==> config.mk <==
export PLATFORM = sky130hd
export DESIGN_NAME = sfpp_device
export DESIGN_NICKNAME = d
export VERILOG_FILES = /design/src/logic/sfpp_pkg.sv /design/src/logic/sfpp_device.sv
export SDC_FILE = /design/constraint.sdc
export NUM_CORES = 1
export LEC_CHECK = 0
export BUFFER_PORTS_ARGS = -buffer_cell sky130_fd_sc_hd__buf_2
export CAP_MARGIN = 5
export CORE_ASPECT_RATIO = 0.75
export CORE_MARGIN = 10
export CORE_UTILIZATION = 45
export DETAILED_ROUTE_END_ITERATION = 10
export PLACE_DENSITY = 0.72
export SYNTH_ARGS = -nofsm -noshare
export SYNTH_HDL_FRONTEND = slang
export SYNTH_SLANG_ARGS = --single-unit
export TNS_END_PERCENT = 20
==> constraint.sdc <==
create_clock -name clk -period 10.23 [get_ports clk]
set_clock_uncertainty 0.1 [all_clocks]
set_input_delay 1.023 -clock clk [delete_from_list [all_inputs] [get_ports clk]]
set_output_delay 1.023 -clock clk [all_outputs]
set_load 0.03 [all_outputs]
==> src/logic/sfpp_pkg.sv <==
// Package for the serial flash pin protocol block: opcodes, array geometry, carriers.
package sfpp_pkg;

  // Command opcodes decoded by the pin front end.
  localparam logic [7:0] SFPP_OP_PROGRAM      = 8'h02;
  localparam logic [7:0] SFPP_OP_DUAL_PROGRAM = 8'hA2;
  localparam logic [7:0] SFPP_OP_ERASE_4K     = 8'h20;
  localparam logic [7:0] SFPP_OP_ERASE_32K    = 8'h52;
  localparam logic [7:0] SFPP_OP_ERASE_64K    = 8'hD8;
  localparam logic [7:0] SFPP_OP_ERASE_CHIP   = 8'hC7;
  localparam logic [7:0] SFPP_OP_READ         = 8'h03;

  // Array geometry as address bit positions, plus address width, sector count and page size.
  localparam int SFPP_ADDR_BITS   = 24;
  localparam int SFPP_SECTOR_LSB  = 16;
  localparam int SFPP_SECTORS     = 64;
  localparam int SFPP_BLK32_LSB   = 15;
  localparam int SFPP_BLK4_LSB    = 12;
  localparam int SFPP_PAGE_LSB    = 8;
  localparam int SFPP_PAGE_BYTES  = 256;

  // Frame bit counts.
  localparam logic [5:0] SFPP_OPC_BITS  = 6'h08;
  localparam logic [5:0] SFPP_ADDR_END  = 6'h20;

  // Request kind codes: none, program and the four erase granularities.
  typedef enum logic [2:0] {
    SFPP_OP_NONE_K  = 3'b000,
    SFPP_OP_PROG_K  = 3'b001,
    SFPP_OP_E4K_K   = 3'b010,
    SFPP_OP_E32K_K  = 3'b011,
    SFPP_OP_E64K_K  = 3'b100,
    SFPP_OP_ECHIP_K = 3'b101
  } sfpp_kind_type;

  // Frame phases.
  typedef enum logic [1:0] {
    SFPP_ST_OPC  = 2'b00,
    SFPP_ST_ADDR = 2'b01,
    SFPP_ST_DATA = 2'b10,
    SFPP_ST_SKIP = 2'b11
  } sfpp_state_type;

  // Request handed to the array engine.
  typedef struct packed {
    sfpp_kind_type kind;
    logic [23:0]   addr;
  } sfpp_req_type;

  // Program data word with its array address.
  typedef struct packed {
    logic [23:0] addr;
    logic [7:0]  data;
  } sfpp_word_type;

endpackage : sfpp_pkg

==> src/logic/sfpp_device.sv <==
// Device-side pin front end of the serial flash: framing, hold, protection, buffering.
//
// Summary of operation
// Output changes on serial clock falling edges.
// Dual program takes two bits per rising edge.
// Output released whenever chip select is high.
// Write-protect low engages hardware sector lock.
// Floating write-protect reads as deasserted.
// Hold ignores clock and input, floats output.
// Hold pauses only; frame state is kept.
// Host asserts hold only with clock low.
// Self-timed operations continue through hold.
// Floating hold reads as deasserted.
// Four erase sizes, largest is full chip.
// Protected sectors refuse program and erase.
// D8h/52h/20h erase 64K/32K/4K blocks.
// 02h programs up to 256 bytes, one page.
// Protection uses 64 KB sectors, zero upward.
// Input captured on serial clock rising edges.
// Commands framed between chip select edges.
// 24-bit addresses, block offset bits ignored.
`timescale 1ns/1ps
`default_nettype none
module sfpp_device
  import sfpp_pkg::*;
#(
  parameter int BUSY_CYCLES = 64
) (
  input  wire logic         clk,
  input  wire logic         rst_n,
  input  wire logic         cs_n,
  input  wire logic         sck,
  input  wire logic         si,
  input  wire logic         so_in,
  output logic              so_out,
  output logic              so_oe_n,
  input  wire logic         wp_n,
  input  wire logic         hold_n,
  input  wire logic [63:0]  sector_protect,
  input  wire logic [7:0]   read_data,
  output sfpp_req_type      req,
  output logic              req_valid,
  output logic              req_refused,
  output sfpp_word_type     word,
  output logic              word_valid,
  input  wire logic         word_ready,
  output logic              busy
);

  // The busy timer is sixteen bits wide, so longer self-timed operations cannot be served.
  if (BUSY_CYCLES < 1 || BUSY_CYCLES > 65535) begin : g_bad_busy
    $error("BUSY_CYCLES out of range.");
  end

  // Whole module state in one packed struct.
  typedef struct packed {
    logic [1:0]     cs_s, sck_s, si_s, so_s, wp_s, hold_s;
    logic           sck_prev;
    sfpp_state_type st;
    logic [5:0]     bits;
    logic [7:0]     opc;
    logic [23:0]    addr;
    logic [7:0]     sh;
    logic [7:0]     out_sh;
    logic           dual;
    logic           prot_ok;
    sfpp_kind_type  kind;
    sfpp_word_type  [1:0] fifo;
    logic [1:0]     wptr, rptr;
    logic [1:0]     count;
    logic           so_out, so_oe_n;
    logic           out_on;
    sfpp_req_type   req;
    logic           req_valid, req_refused;
    sfpp_word_type  word;
    logic           word_valid;
    logic [15:0]    busy_cnt;
    logic           busy;
  } sfpp_dev_state_type;

  sfpp_dev_state_type s_q, s_d;

  // Sector number of an address; protection works at 64 KB grain.
  function automatic logic [5:0] sector_of(input logic [23:0] a);
    // Address bits above the last sector are ignored rather than wrapped into the index.
    return a[SFPP_SECTOR_LSB +: $clog2(SFPP_SECTORS)];
  endfunction

  // Aligns an address down to a power-of-two block boundary.
  function automatic logic [23:0] align(input logic [23:0] a, input int lsb);
    return (a >> lsb) << lsb;
  endfunction

  logic cs_act, hold_act, rise, fall, wp_act;
  assign cs_act   = ~s_q.cs_s[1];
  // Pull-ups are modelled by the pad; an open pin arrives here high.
  assign hold_act = ~s_q.hold_s[1];
  assign wp_act   = ~s_q.wp_s[1];
  // Edges are found on the synchronised clock only, and are ignored in hold.
  assign rise = s_q.sck_s[1] & ~s_q.sck_prev & cs_act & ~hold_act;
  assign fall = ~s_q.sck_s[1] & s_q.sck_prev & cs_act & ~hold_act;

  // Next-state logic for framing, output, buffer and busy timer.
  always_comb begin
    logic        bitv, pushw, popw;
    logic [23:0] full_addr;
    logic [8:0]  nbits;
    sfpp_word_type nw;
    s_d = s_q;
    bitv = 1'b0;
    pushw = 1'b0;
    full_addr = '0;
    nbits = '0;
    nw = '0;
    s_d.cs_s   = {s_q.cs_s[0], cs_n};
    s_d.sck_s  = {s_q.sck_s[0], sck};
    s_d.si_s   = {s_q.si_s[0], si};
    s_d.so_s   = {s_q.so_s[0], so_in};
    s_d.wp_s   = {s_q.wp_s[0], wp_n};
    s_d.hold_s = {s_q.hold_s[0], hold_n};
    s_d.sck_prev = s_q.sck_s[1];
    s_d.req_valid = 1'b0;
    s_d.req_refused = 1'b0;
    popw = s_q.word_valid & word_ready;

    // Busy timer runs regardless of hold or chip select.
    if (s_q.busy_cnt != 16'h0000) begin
      s_d.busy_cnt = s_q.busy_cnt - 16'h0001;
    end

    if (!cs_act) begin
      // Deselect ends the frame; the next frame restarts at the opcode.
      s_d.st = SFPP_ST_OPC;
      s_d.bits = '0;
      s_d.dual = 1'b0;
      s_d.out_on = 1'b0;
      s_d.so_oe_n = 1'b1;
      // The phase is forced to opcode while deselected, so a data phase seen here
      // can only be the first deselected cycle, that is the closing edge.
      if (s_q.st == SFPP_ST_DATA && s_q.kind != SFPP_OP_NONE_K
          && s_q.kind != SFPP_OP_PROG_K) begin
        // Erase commits only at the closing chip select edge.
        s_d.req.kind = s_q.kind;
        s_d.req.addr = s_q.addr;
        s_d.req_refused = ~s_q.prot_ok;
        s_d.req_valid = s_q.prot_ok;
        if (s_q.prot_ok) s_d.busy_cnt = 16'(BUSY_CYCLES);
      end
    end else if (hold_act) begin
      // Frame state is kept untouched; only the output lets go.
      s_d.so_oe_n = 1'b1;
    end else begin
      // A read paused by hold drives its held bit again as soon as hold lets go.
      if (s_q.out_on) s_d.so_oe_n = 1'b0;
      if (rise) begin
        s_d.sh = s_q.dual ? {s_q.sh[5:0], s_q.so_s[1], s_q.si_s[1]}
                          : {s_q.sh[6:0], s_q.si_s[1]};
        nbits = 9'(s_q.bits) + (s_q.dual ? 9'd2 : 9'd1);
        s_d.bits = nbits[5:0];
        bitv = 1'b1;
      end
      unique case (s_q.st)
        SFPP_ST_OPC: if (bitv && s_d.bits == SFPP_OPC_BITS) begin
          s_d.opc = s_d.sh;
          s_d.kind = SFPP_OP_NONE_K;
          s_d.st = SFPP_ST_ADDR;
          unique case (s_d.sh)
            SFPP_OP_PROGRAM, SFPP_OP_DUAL_PROGRAM: s_d.kind = SFPP_OP_PROG_K;
            SFPP_OP_ERASE_4K:   s_d.kind = SFPP_OP_E4K_K;
            SFPP_OP_ERASE_32K:  s_d.kind = SFPP_OP_E32K_K;
            SFPP_OP_ERASE_64K:  s_d.kind = SFPP_OP_E64K_K;
            SFPP_OP_ERASE_CHIP: begin
              s_d.kind = SFPP_OP_ECHIP_K;
              s_d.st = SFPP_ST_DATA;
              s_d.prot_ok = ~wp_act && (sector_protect == '0);
            end
            SFPP_OP_READ: s_d.kind = SFPP_OP_NONE_K;
            default: s_d.st = SFPP_ST_SKIP;
          endcase
        end
        SFPP_ST_ADDR: if (bitv && s_d.bits[2:0] == 3'b000) begin
          s_d.addr = {s_q.addr[15:0], s_d.sh};
          if (s_d.bits == SFPP_ADDR_END) begin
            full_addr = s_d.addr;
            s_d.st = SFPP_ST_DATA;
            s_d.bits = '0;
            s_d.dual = (s_q.opc == SFPP_OP_DUAL_PROGRAM);
            unique case (s_q.kind)
              SFPP_OP_E4K_K:  s_d.addr = align(full_addr, SFPP_BLK4_LSB);
              SFPP_OP_E32K_K: s_d.addr = align(full_addr, SFPP_BLK32_LSB);
              SFPP_OP_E64K_K: s_d.addr = align(full_addr, SFPP_SECTOR_LSB);
              default: s_d.addr = full_addr;
            endcase
            // Locked sector with write-protect asserted refuses change.
            s_d.prot_ok = ~(wp_act & sector_protect[sector_of(full_addr)]);
            s_d.out_sh = read_data;
          end
        end
        SFPP_ST_DATA: begin
          if (bitv && s_d.bits == SFPP_OPC_BITS) begin
            s_d.bits = '0;
            if (s_q.kind == SFPP_OP_PROG_K && s_q.prot_ok && s_q.count != 2'd2) begin
              pushw = 1'b1;
              nw.addr = s_q.addr;
              nw.data = s_d.sh;
            end else if (s_q.kind == SFPP_OP_PROG_K && !s_q.prot_ok) begin
              s_d.req_refused = 1'b1;
            end
            // Page wrap keeps a program inside one 256-byte page.
            s_d.addr[SFPP_PAGE_LSB-1:0] = s_q.addr[SFPP_PAGE_LSB-1:0] + 8'h01;
          end
          if (s_q.kind == SFPP_OP_NONE_K && fall) begin
            s_d.so_out = s_q.out_sh[7];
            s_d.out_sh = {s_q.out_sh[6:0], s_q.out_sh[7]};
            s_d.so_oe_n = 1'b0;
            s_d.out_on = 1'b1;
          end
        end
        SFPP_ST_SKIP: ;
      endcase
    end

    // Busy follows the counter after a new erase has loaded it, so it rises with the request.
    s_d.busy = (s_d.busy_cnt != 16'h0000);

    // Two-entry buffer between the frame and the array engine.
    if (pushw) begin
      s_d.fifo[s_q.wptr[0]] = nw;
      s_d.wptr = s_q.wptr + 2'd1;
    end
    if (popw) s_d.rptr = s_q.rptr + 2'd1;
    s_d.count = s_q.count + {1'b0, pushw} - {1'b0, popw};
    if (popw || !s_q.word_valid) begin
      s_d.word_valid = (s_d.count != 2'd0);
      s_d.word = s_d.fifo[s_d.rptr[0]];
    end
  end

  // State register; synchronisers reset to the idle pin levels.
  always_ff @(posedge clk or negedge rst_n) begin
    if (!rst_n) begin
      s_q <= '{cs_s: 2'b11, sck_s: 2'b00, si_s: 2'b00, so_s: 2'b00, wp_s: 2'b11,
               hold_s: 2'b11, so_oe_n: 1'b1, st: SFPP_ST_OPC, kind: SFPP_OP_NONE_K,
               default: '0};
    end else begin
      s_q <= s_d;
    end
  end

  assign so_out      = s_q.so_out;
  assign so_oe_n     = s_q.so_oe_n;
  assign req         = s_q.req;
  assign req_valid   = s_q.req_valid;
  assign req_refused = s_q.req_refused;
  assign word        = s_q.word;
  assign word_valid  = s_q.word_valid;
  assign busy        = s_q.busy;

  // Output released one cycle after synchronised deselect.
  property p_cs_float;
    @(posedge clk) disable iff (!rst_n) s_q.cs_s[1] |=> so_oe_n;
  endproperty
  a_cs_float: assert property (p_cs_float) else $error("Output driven while deselected.");

  property p_hold_float;
    @(posedge clk) disable iff (!rst_n) (cs_act && hold_act) |=> so_oe_n;
  endproperty
  a_hold_float: assert property (p_hold_float) else $error("Output driven during hold.");

  property p_hold_keeps;
    @(posedge clk) disable iff (!rst_n)
      (cs_act && hold_act) |=> ($stable(s_q.bits) && $stable(s_q.st));
  endproperty
  a_hold_keeps: assert property (p_hold_keeps) else $error("Frame state moved in hold.");

  property p_busy_runs;
    @(posedge clk) disable iff (!rst_n) (s_q.busy_cnt > 16'd1) |=> s_q.busy;
  endproperty
  a_busy_runs: assert property (p_busy_runs) else $error("Busy dropped early.");

  property p_refuse;
    @(posedge clk) disable iff (!rst_n) req_refused |-> (!req_valid && !$past(s_q.prot_ok));
  endproperty
  a_refuse: assert property (p_refuse) else $error("Request both taken and refused.");

  property p_out_fall;
    @(posedge clk) disable iff (!rst_n) $changed(so_out) |-> $past(fall);
  endproperty
  a_out_fall: assert property (p_out_fall) else $error("Output moved without falling edge.");

  property p_fifo_cap;
    @(posedge clk) disable iff (!rst_n) s_q.count <= 2'd2;
  endproperty
  a_fifo_cap: assert property (p_fifo_cap) else $error("Buffer overfilled.");

  property p_align64;
    @(posedge clk) disable iff (!rst_n)
      (req_valid && req.kind == SFPP_OP_E64K_K) |-> (req.addr[15:0] == 16'h0000);
  endproperty
  a_align64: assert property (p_align64) else $error("64K erase not aligned.");

  property p_frame;
    @(posedge clk) disable iff (!rst_n) s_q.cs_s[1] |=> (s_q.st == SFPP_ST_OPC);
  endproperty
  a_frame: assert property (p_frame) else $error("Frame survived deselect.");

endmodule : sfpp_device
`default_nettype wire

==> impl_metrics.env, run 1 <==
export IMPL_cp_slowest_cell="nand3_2"
export IMPL_die_w_um=207.4
export IMPL_path_clk_slew_ns=0.06
export IMPL_start_util_pct=45.62
export IMPL_grt_pass1_vias=8765
export IMPL_hold_start="s_d[223]"
export IMPL_synth_cells=1117
export IMPL_finalCriticalPeriod_ns=4.358
export IMPL_ys_async_sr_fraction_pct=100.0
export IMPL_ys_ff_latch=224
export IMPL_ir_drop_uv=115.6
export IMPL_p_per_area_nw_per_um2=188.4
export IMPL_rows=51
export IMPL_r2r_cells=10
export IMPL_dr_total_vias=8784
export IMPL_worstPathMaxFanout=24
export IMPL_grt_use_total_pct=17.80
export IMPL_crit_path_start_kind="flop"
export IMPL_crit_chain="inv_1 > ha_1 > fa_1 > or3_1 > o21ai_1 > and4_1 > nand3_2 > mux2_1 > o21ba_2 > nor3_1"
export IMPL_synth_adder_area_share_pct=1.119
export IMPL_grt_max_degree=88
export IMPL_cts_resized=0
export IMPL_syn_cell_area_um2=11850
export IMPL_cts_sinks=224
export IMPL_grt_first_pass_wirelength_mm=49.21
export IMPL_clk_insertion_delay_late_ns=0.51
export IMPL_layout_cells_non_filler=1528
export IMPL_syn_area_per_cell_um2=10.61
export IMPL_r2r_end="word[11]"
export IMPL_htree_levels=1
export IMPL_rsz0062_at_grt="false"
export IMPL_drive_gt1_share_pct=27.79
export IMPL_drv_cap=0
export IMPL_finalHoldViolations=0
export IMPL_synth_flop_cell="dfrtp_1"
export IMPL_dieHeight_um=160.5
export IMPL_postCtsSetupBuffers=0
export IMPL_gr_total_overflow=0
export IMPL_syn_num_nets=1208
export IMPL_pin_count=146
export IMPL_cp_required_ns=10.52
export IMPL_routedWlPerCell_um=19.82
export IMPL_ys_top_cells_by_count="dfrtp_1, nand2_1, nor2_1"
export IMPL_drc_errors=0
export IMPL_synth_most_common_cell="dfrtp_1"
export IMPL_p_leak_nw=6.156
export IMPL_cp_end_kind="flop"
export IMPL_ctsHoldBuffers=0
export IMPL_worstHoldPathCells=0
export IMPL_synth_area_leaders="dfrtp_1, mux2_2, buf_4"
export IMPL_ys_warn_count=0
export IMPL_min_path_type="flop to flop"
export IMPL_worst_hold_path_endpoint="s_d[213]"
export IMPL_tightest_slew_ns=1.100
export IMPL_vias_per_cell=5.749
export IMPL_synth_top_family_by_area="simple AND/OR/NAND/NOR gates"
export IMPL_cpPeakStageDelay_ns=0.66
export IMPL_yosysSeqAreaShare_pct=47.39
export IMPL_antennaDiodeCount=0
export IMPL_dr_pass1_iters=5
export IMPL_slew_viol_final=0
export IMPL_setup_violations=0
export IMPL_antenna_left=0
export IMPL_area_growth_pct=10.23
export IMPL_arrival_ns=4.65
export IMPL_synthXorXnorAreaFrac_pct=1.257
export IMPL_rrSetupSlack_ns=5.87
export IMPL_status="finished clean"
export IMPL_relSlewSlack_pct=26.47
export IMPL_die_area_um2=33290
export IMPL_crit_type="flop to flop"
export IMPL_wl_mm=30.28
export IMPL_antenna_found_initial=0
export IMPL_cts_root_buf="clkbuf_16"
export IMPL_fin_tns_setup_ns=0
export IMPL_dr_first_iter_drc_count=703
export IMPL_fp_coreArea_um2=25970
export IMPL_yosys_cell_types_count=84
export IMPL_globalplace_congestion=0.9684
export IMPL_muxShareOfSynthArea_pct=14.50
export IMPL_synth_compound_area_share_pct=12.28
export IMPL_synth_top_cell_area_share_pct=45.83
export IMPL_fmax_mhz=229.5
export IMPL_reg2reg_from="s_q[156]"
export IMPL_cts_tree="yes"
export IMPL_numPortBuffers=145
export IMPL_hpwl_mm=21.29
export IMPL_clockBufferDepth=3
export IMPL_synth_edff_count=0
export IMPL_numCtsBuffers=22
export IMPL_synth_area_leader_cell="dfrtp_1"
export IMPL_synth_simple_gate_area_share_pct=15.75
export IMPL_finish_net_count=1260
export IMPL_min_period_over_period_pct=42.60
export IMPL_place_inst=1489
power by group:
| group | internal, W | leakage (nW) | switching, W |
|---|---|---|---|
| combinational | 0.000207 | 2.82 | 0.000411 |
| clock | 0.000474 | 0.367 | 0.000338 |
| sequential | 0.000969 | 2.97 | 0.0000612 |
| total | 0.00165 | 6.16 | 0.000811 |
worst max-delay path: cells and delay by family (launching register included):
family / cells / cell delay (ns)
AO/OA/AOI/OAI: 2 / 0.44
adder cells (fa/ha/maj): 2 / 0.70
buffers and inverters: 1 / 0.12
flip-flops: 1 / 0.63
multiplexers: 1 / 0.57
AND/OR/NAND/NOR: 4 / 1.67
kinds of logic after synthesis:
kind of cell	count (synthesis)
flops	224
fa+ha+maj	10
compound gates	215
buf+inv	168
mux	138
simple gates	345
xor+xnor	17
through the flow:
step / worst slack [ns] / instance area (µm²) / utilization [%] / total power, W / hold WS [ns]
floorplan: 6.611 / 11850 / - / 0.001547 / 0.2312
global placement: 6.079 / 12330 / 47.47 / 0.001653 / 0.2359
detailed placement: 5.889 / 12330 / 47.47 / 0.001668 / 0.2358
CTS: 5.860 / 13060 / 50.29 / 0.002489 / 0.2512
global route: 5.571 / 13060 / 50.29 / 0.002590 / 0.2583
finish: 5.872 / 13060 / 50.29 / 0.002461 / 0.2479
state kept, by name, indices dropped and copies added, names as in the netlist:
register / cells
s_q: 152
word: 32
req: 27
s_d: 7
busy: 1
req_refused: 1
req_valid: 1
so_oe_n: 1
so_out: 1
word_valid: 1
cell type report:
cell class	instances	area [µm²]
Tap cell	344	430.4
Clock inverter	4	20.02
Timing Repair Buffer	155	810.8
Sequential cell	224	5614
Fill cell	2340	12910
Multi-Input combinational cell	725	5320
Clock buffer	35	710.7
Inverter	41	153.9
cells in the final DEF (no fill, tap or decap), types with 9 or more instances in the layout:
cell type  count
a21oi_1       53
a31oi_1       19
buf_2        144
buf_4         10
clkbuf_16     23
clkbuf_8       9
dfrtp_1      217
ha_1           9
inv_1         37
mux2_1        18
mux2_2        64
mux2i_1       36
mux4_2        16
nand2_1      100
nand2b_1      14
nand3_1       26
nand3b_1      10
nor2_1        69
nor2b_1       10
nor3_1        31
nor4_1        22
o21ai_0       53
o21ba_2       24
xor2_1        10
layer usage:
layer / share of wire [%] / track usage (%)
met5: 0 / 0
met4: 2.1 / 4.336
met3: 8.8 / 4.864
met2: 43 / 26.36
met1: 47 / 25.22
worst max path at each step:
stage                     startpoint          to  slack [ns]  cells after the start
after floorplan             s_q[156]  word_valid        6.61                     15
after global placement      s_q[156]    word[12]        6.08                     10
after detailed placement    s_q[156]    word[11]        5.89                     10
after CTS                   s_q[156]    word[11]        5.86                     10
after global routing        s_q[156]    word[12]        5.57                     10
final                       s_q[156]    word[11]        5.87                     10
(Power assumes the default switching activity.)
==> run 2: changes to the inputs <==
- PLACE_DENSITY: 0.72 -> 0.75
- clock period: 10.23 -> 3.8 ns (I/O delays scaled with it)
==> run 2 against run 1 <==
Register-to-register slack worse by 5.6 ns; setup slack worse by 5.6 ns; count of clock-buffer cells in the layout is 5 lower; global-route usage is 0.31 points higher; sequential share of layout area is 0.78 points lower; core utilization is 0.93 points higher; highest routed layer unchanged; fmax is 24% higher; wire length is 1.4% higher; largest cell class unchanged; sequential power grew to 2.7 times the previous value; clock power grew to 2.8 times the previous value.
==> impl_metrics.env, run 2 (synthesis results as in run 1) <==
export IMPL_status="finished clean"
export IMPL_globalplace_congestion=0.9986
export IMPL_min_path_type="input pin to flop"
export IMPL_pin_count=146
export IMPL_layout_common_cells="dfrtp_1, buf_2, nand2_1"
export IMPL_fp_coreArea_um2=25970
export IMPL_antenna_left=0
export IMPL_htree_levels=1
export IMPL_largest_register="s_q"
export IMPL_fin_tns_setup_ns=0
export IMPL_start_util_pct=45.62
export IMPL_slew_viol_final=0
export IMPL_power_w=0.006762
export IMPL_wl_mm=30.71
export IMPL_path_clk_slew_ns=0.06
export IMPL_drc_errors=0
export IMPL_grt_max_degree=111
export IMPL_cts_tree="yes"
export IMPL_antennaDiodeCount=0
export IMPL_numCtsBuffers=23
export IMPL_setup_violations=0
export IMPL_cp_required_ns=4.09
export IMPL_cts_sinks=224
export IMPL_fillers=2309
export IMPL_rsz0062_at_grt="false"
export IMPL_finalCriticalPeriod_ns=3.514
export IMPL_wl_met3_mm=2.766
export IMPL_numPortBuffers=145
export IMPL_rows=51
export IMPL_grt_first_pass_wirelength_mm=50.45
export IMPL_cts_root_buf="clkbuf_16"
export IMPL_clk_insertion_delay_late_ns=0.50
export IMPL_highest_layer="met4"
export IMPL_die_area_um2=33290
export IMPL_min_period_over_period_pct=92.49
export IMPL_worstPathMaxFanout=24
export IMPL_grt_use_total_pct=18.11
export IMPL_drv_cap=0
export IMPL_crit_path_start_kind="flop"
export IMPL_arrival_ns=3.80
export IMPL_ir_drop_uv=288.8
export IMPL_die_w_um=207.4
export IMPL_p_per_area_nw_per_um2=508.4
export IMPL_vias_per_cell=5.719
export IMPL_dr_total_vias=8888
export IMPL_dieHeight_um=160.5
export IMPL_crit_type="flop to flop"
export IMPL_finalCoreUtilization_pct=51.22
export IMPL_area_growth_pct=12.27
export IMPL_clockBufferDepth=3
export IMPL_relSlewSlack_pct=40.44
export IMPL_largest_reg_flops=152
export IMPL_wl_met1_mm=14.22
export IMPL_pre_cts_slack_ns=0.3516
export IMPL_finish_net_count=1285
export IMPL_antenna_found_initial=0
export IMPL_holdWs_ns=0.06215
export IMPL_wl_met2_mm=13.31
export IMPL_final_common_cell="dfrtp_1"
export IMPL_dr_first_iter_drc_count=870
export IMPL_drive_gt1_share_pct=28.76
export IMPL_tightest_slew_ns=0.8840
export IMPL_routedWlPerCell_um=19.76
export IMPL_cp_end_kind="flop"
export IMPL_fmax_mhz=284.5
export IMPL_grt_pass1_vias=9084
export IMPL_dr_pass1_iters=5
export IMPL_finalHoldViolations=0
export IMPL_p_leak_nw=6.262
export IMPL_worst_slack_ns=0.2856
export IMPL_postCtsSetupBuffers=0
export IMPL_gr_total_overflow=0
export IMPL_hpwl_mm=21.91
==> run 2: cell types whose count changed in the layout (fill, tap and decap cells not counted) <==
cell	before	now
dlygate4sd3_1	0	7
buf_12	0	1
bufinv_16	0	2
clkbuf_8	9	4
clkinvlp_4	0	6
clkinv_2	4	3
buf_4	10	26
==> run 2: repair_timing <==
item,4_1_cts,5_1_grt
resized for setup,0,0
hold buffers,7,0
hold endpoints to repair,112,0
==> run 2: cell type report <==
class | count | area [µm²] | share of cell area, %
clock buffers | 30 | 641.9 | 4.826
repair buffers | 179 | 1021 | 7.676
well taps | 344 | 430.4 | 3.236
clock inverters | 11 | 120.1 | 0.9030
flip-flops and latches | 224 | 5614 | 42.21
inverters | 41 | 153.9 | 1.157
multi-input cells | 725 | 5320 | 40.00
==> run 2: layer usage <==
layer | track usage (%) | up-vias
li1 | - | 4106
met5 | 0 | -
met4 | 3.409 | 0
met3 | 5.291 | 38
met1 | 25.52 | 4428
met2 | 27.16 | 316
==> run 2: final timing paths <==
check                             startpoint  slack [ns]  cells past startpoint        to
worst max-delay path                s_q[156]        0.29                     12  word[11]
worst min-delay path            read_data[4]        0.06                      3  s_q[161]
worst max register to register      s_q[156]        0.29                     12  word[11]
worst min register to register      s_d[219]        0.25                      0  s_q[219]
max in group asynchronous              rst_n        2.24                      3  s_d[225]
min in group asynchronous              rst_n        0.41                      2   req[10]
==> run 2: worst max-delay path, cell delays in order, from the launching register on <==
cell     delay [ns]
dfrtp_1        0.34
inv_1          0.06
ha_1           0.23
fa_1           0.44
or3_1          0.40
o21ai_1        0.20
and4_1         0.40
buf_4          0.22
nand3_2        0.08
buf_4          0.27
mux2_1         0.36
o21ba_2        0.23
nor3_1         0.05
==> run 2: through the flow <==
stage	instances	instance area [µm²]
after floorplan	1117	11850
after global placement	1506	12470
after detailed placement	1506	12470
after CTS	1554	13300
after global routing	1554	13300
final	1554	13300
==> run 2: where the power goes <==
part | switching [W] | internal, W | leakage, nW
registers | 0.000201 | 0.00261 | 2.97
logic | 0.00109 | 0.000581 | 2.94
clock network | 0.000950 | 0.00133 | 0.357
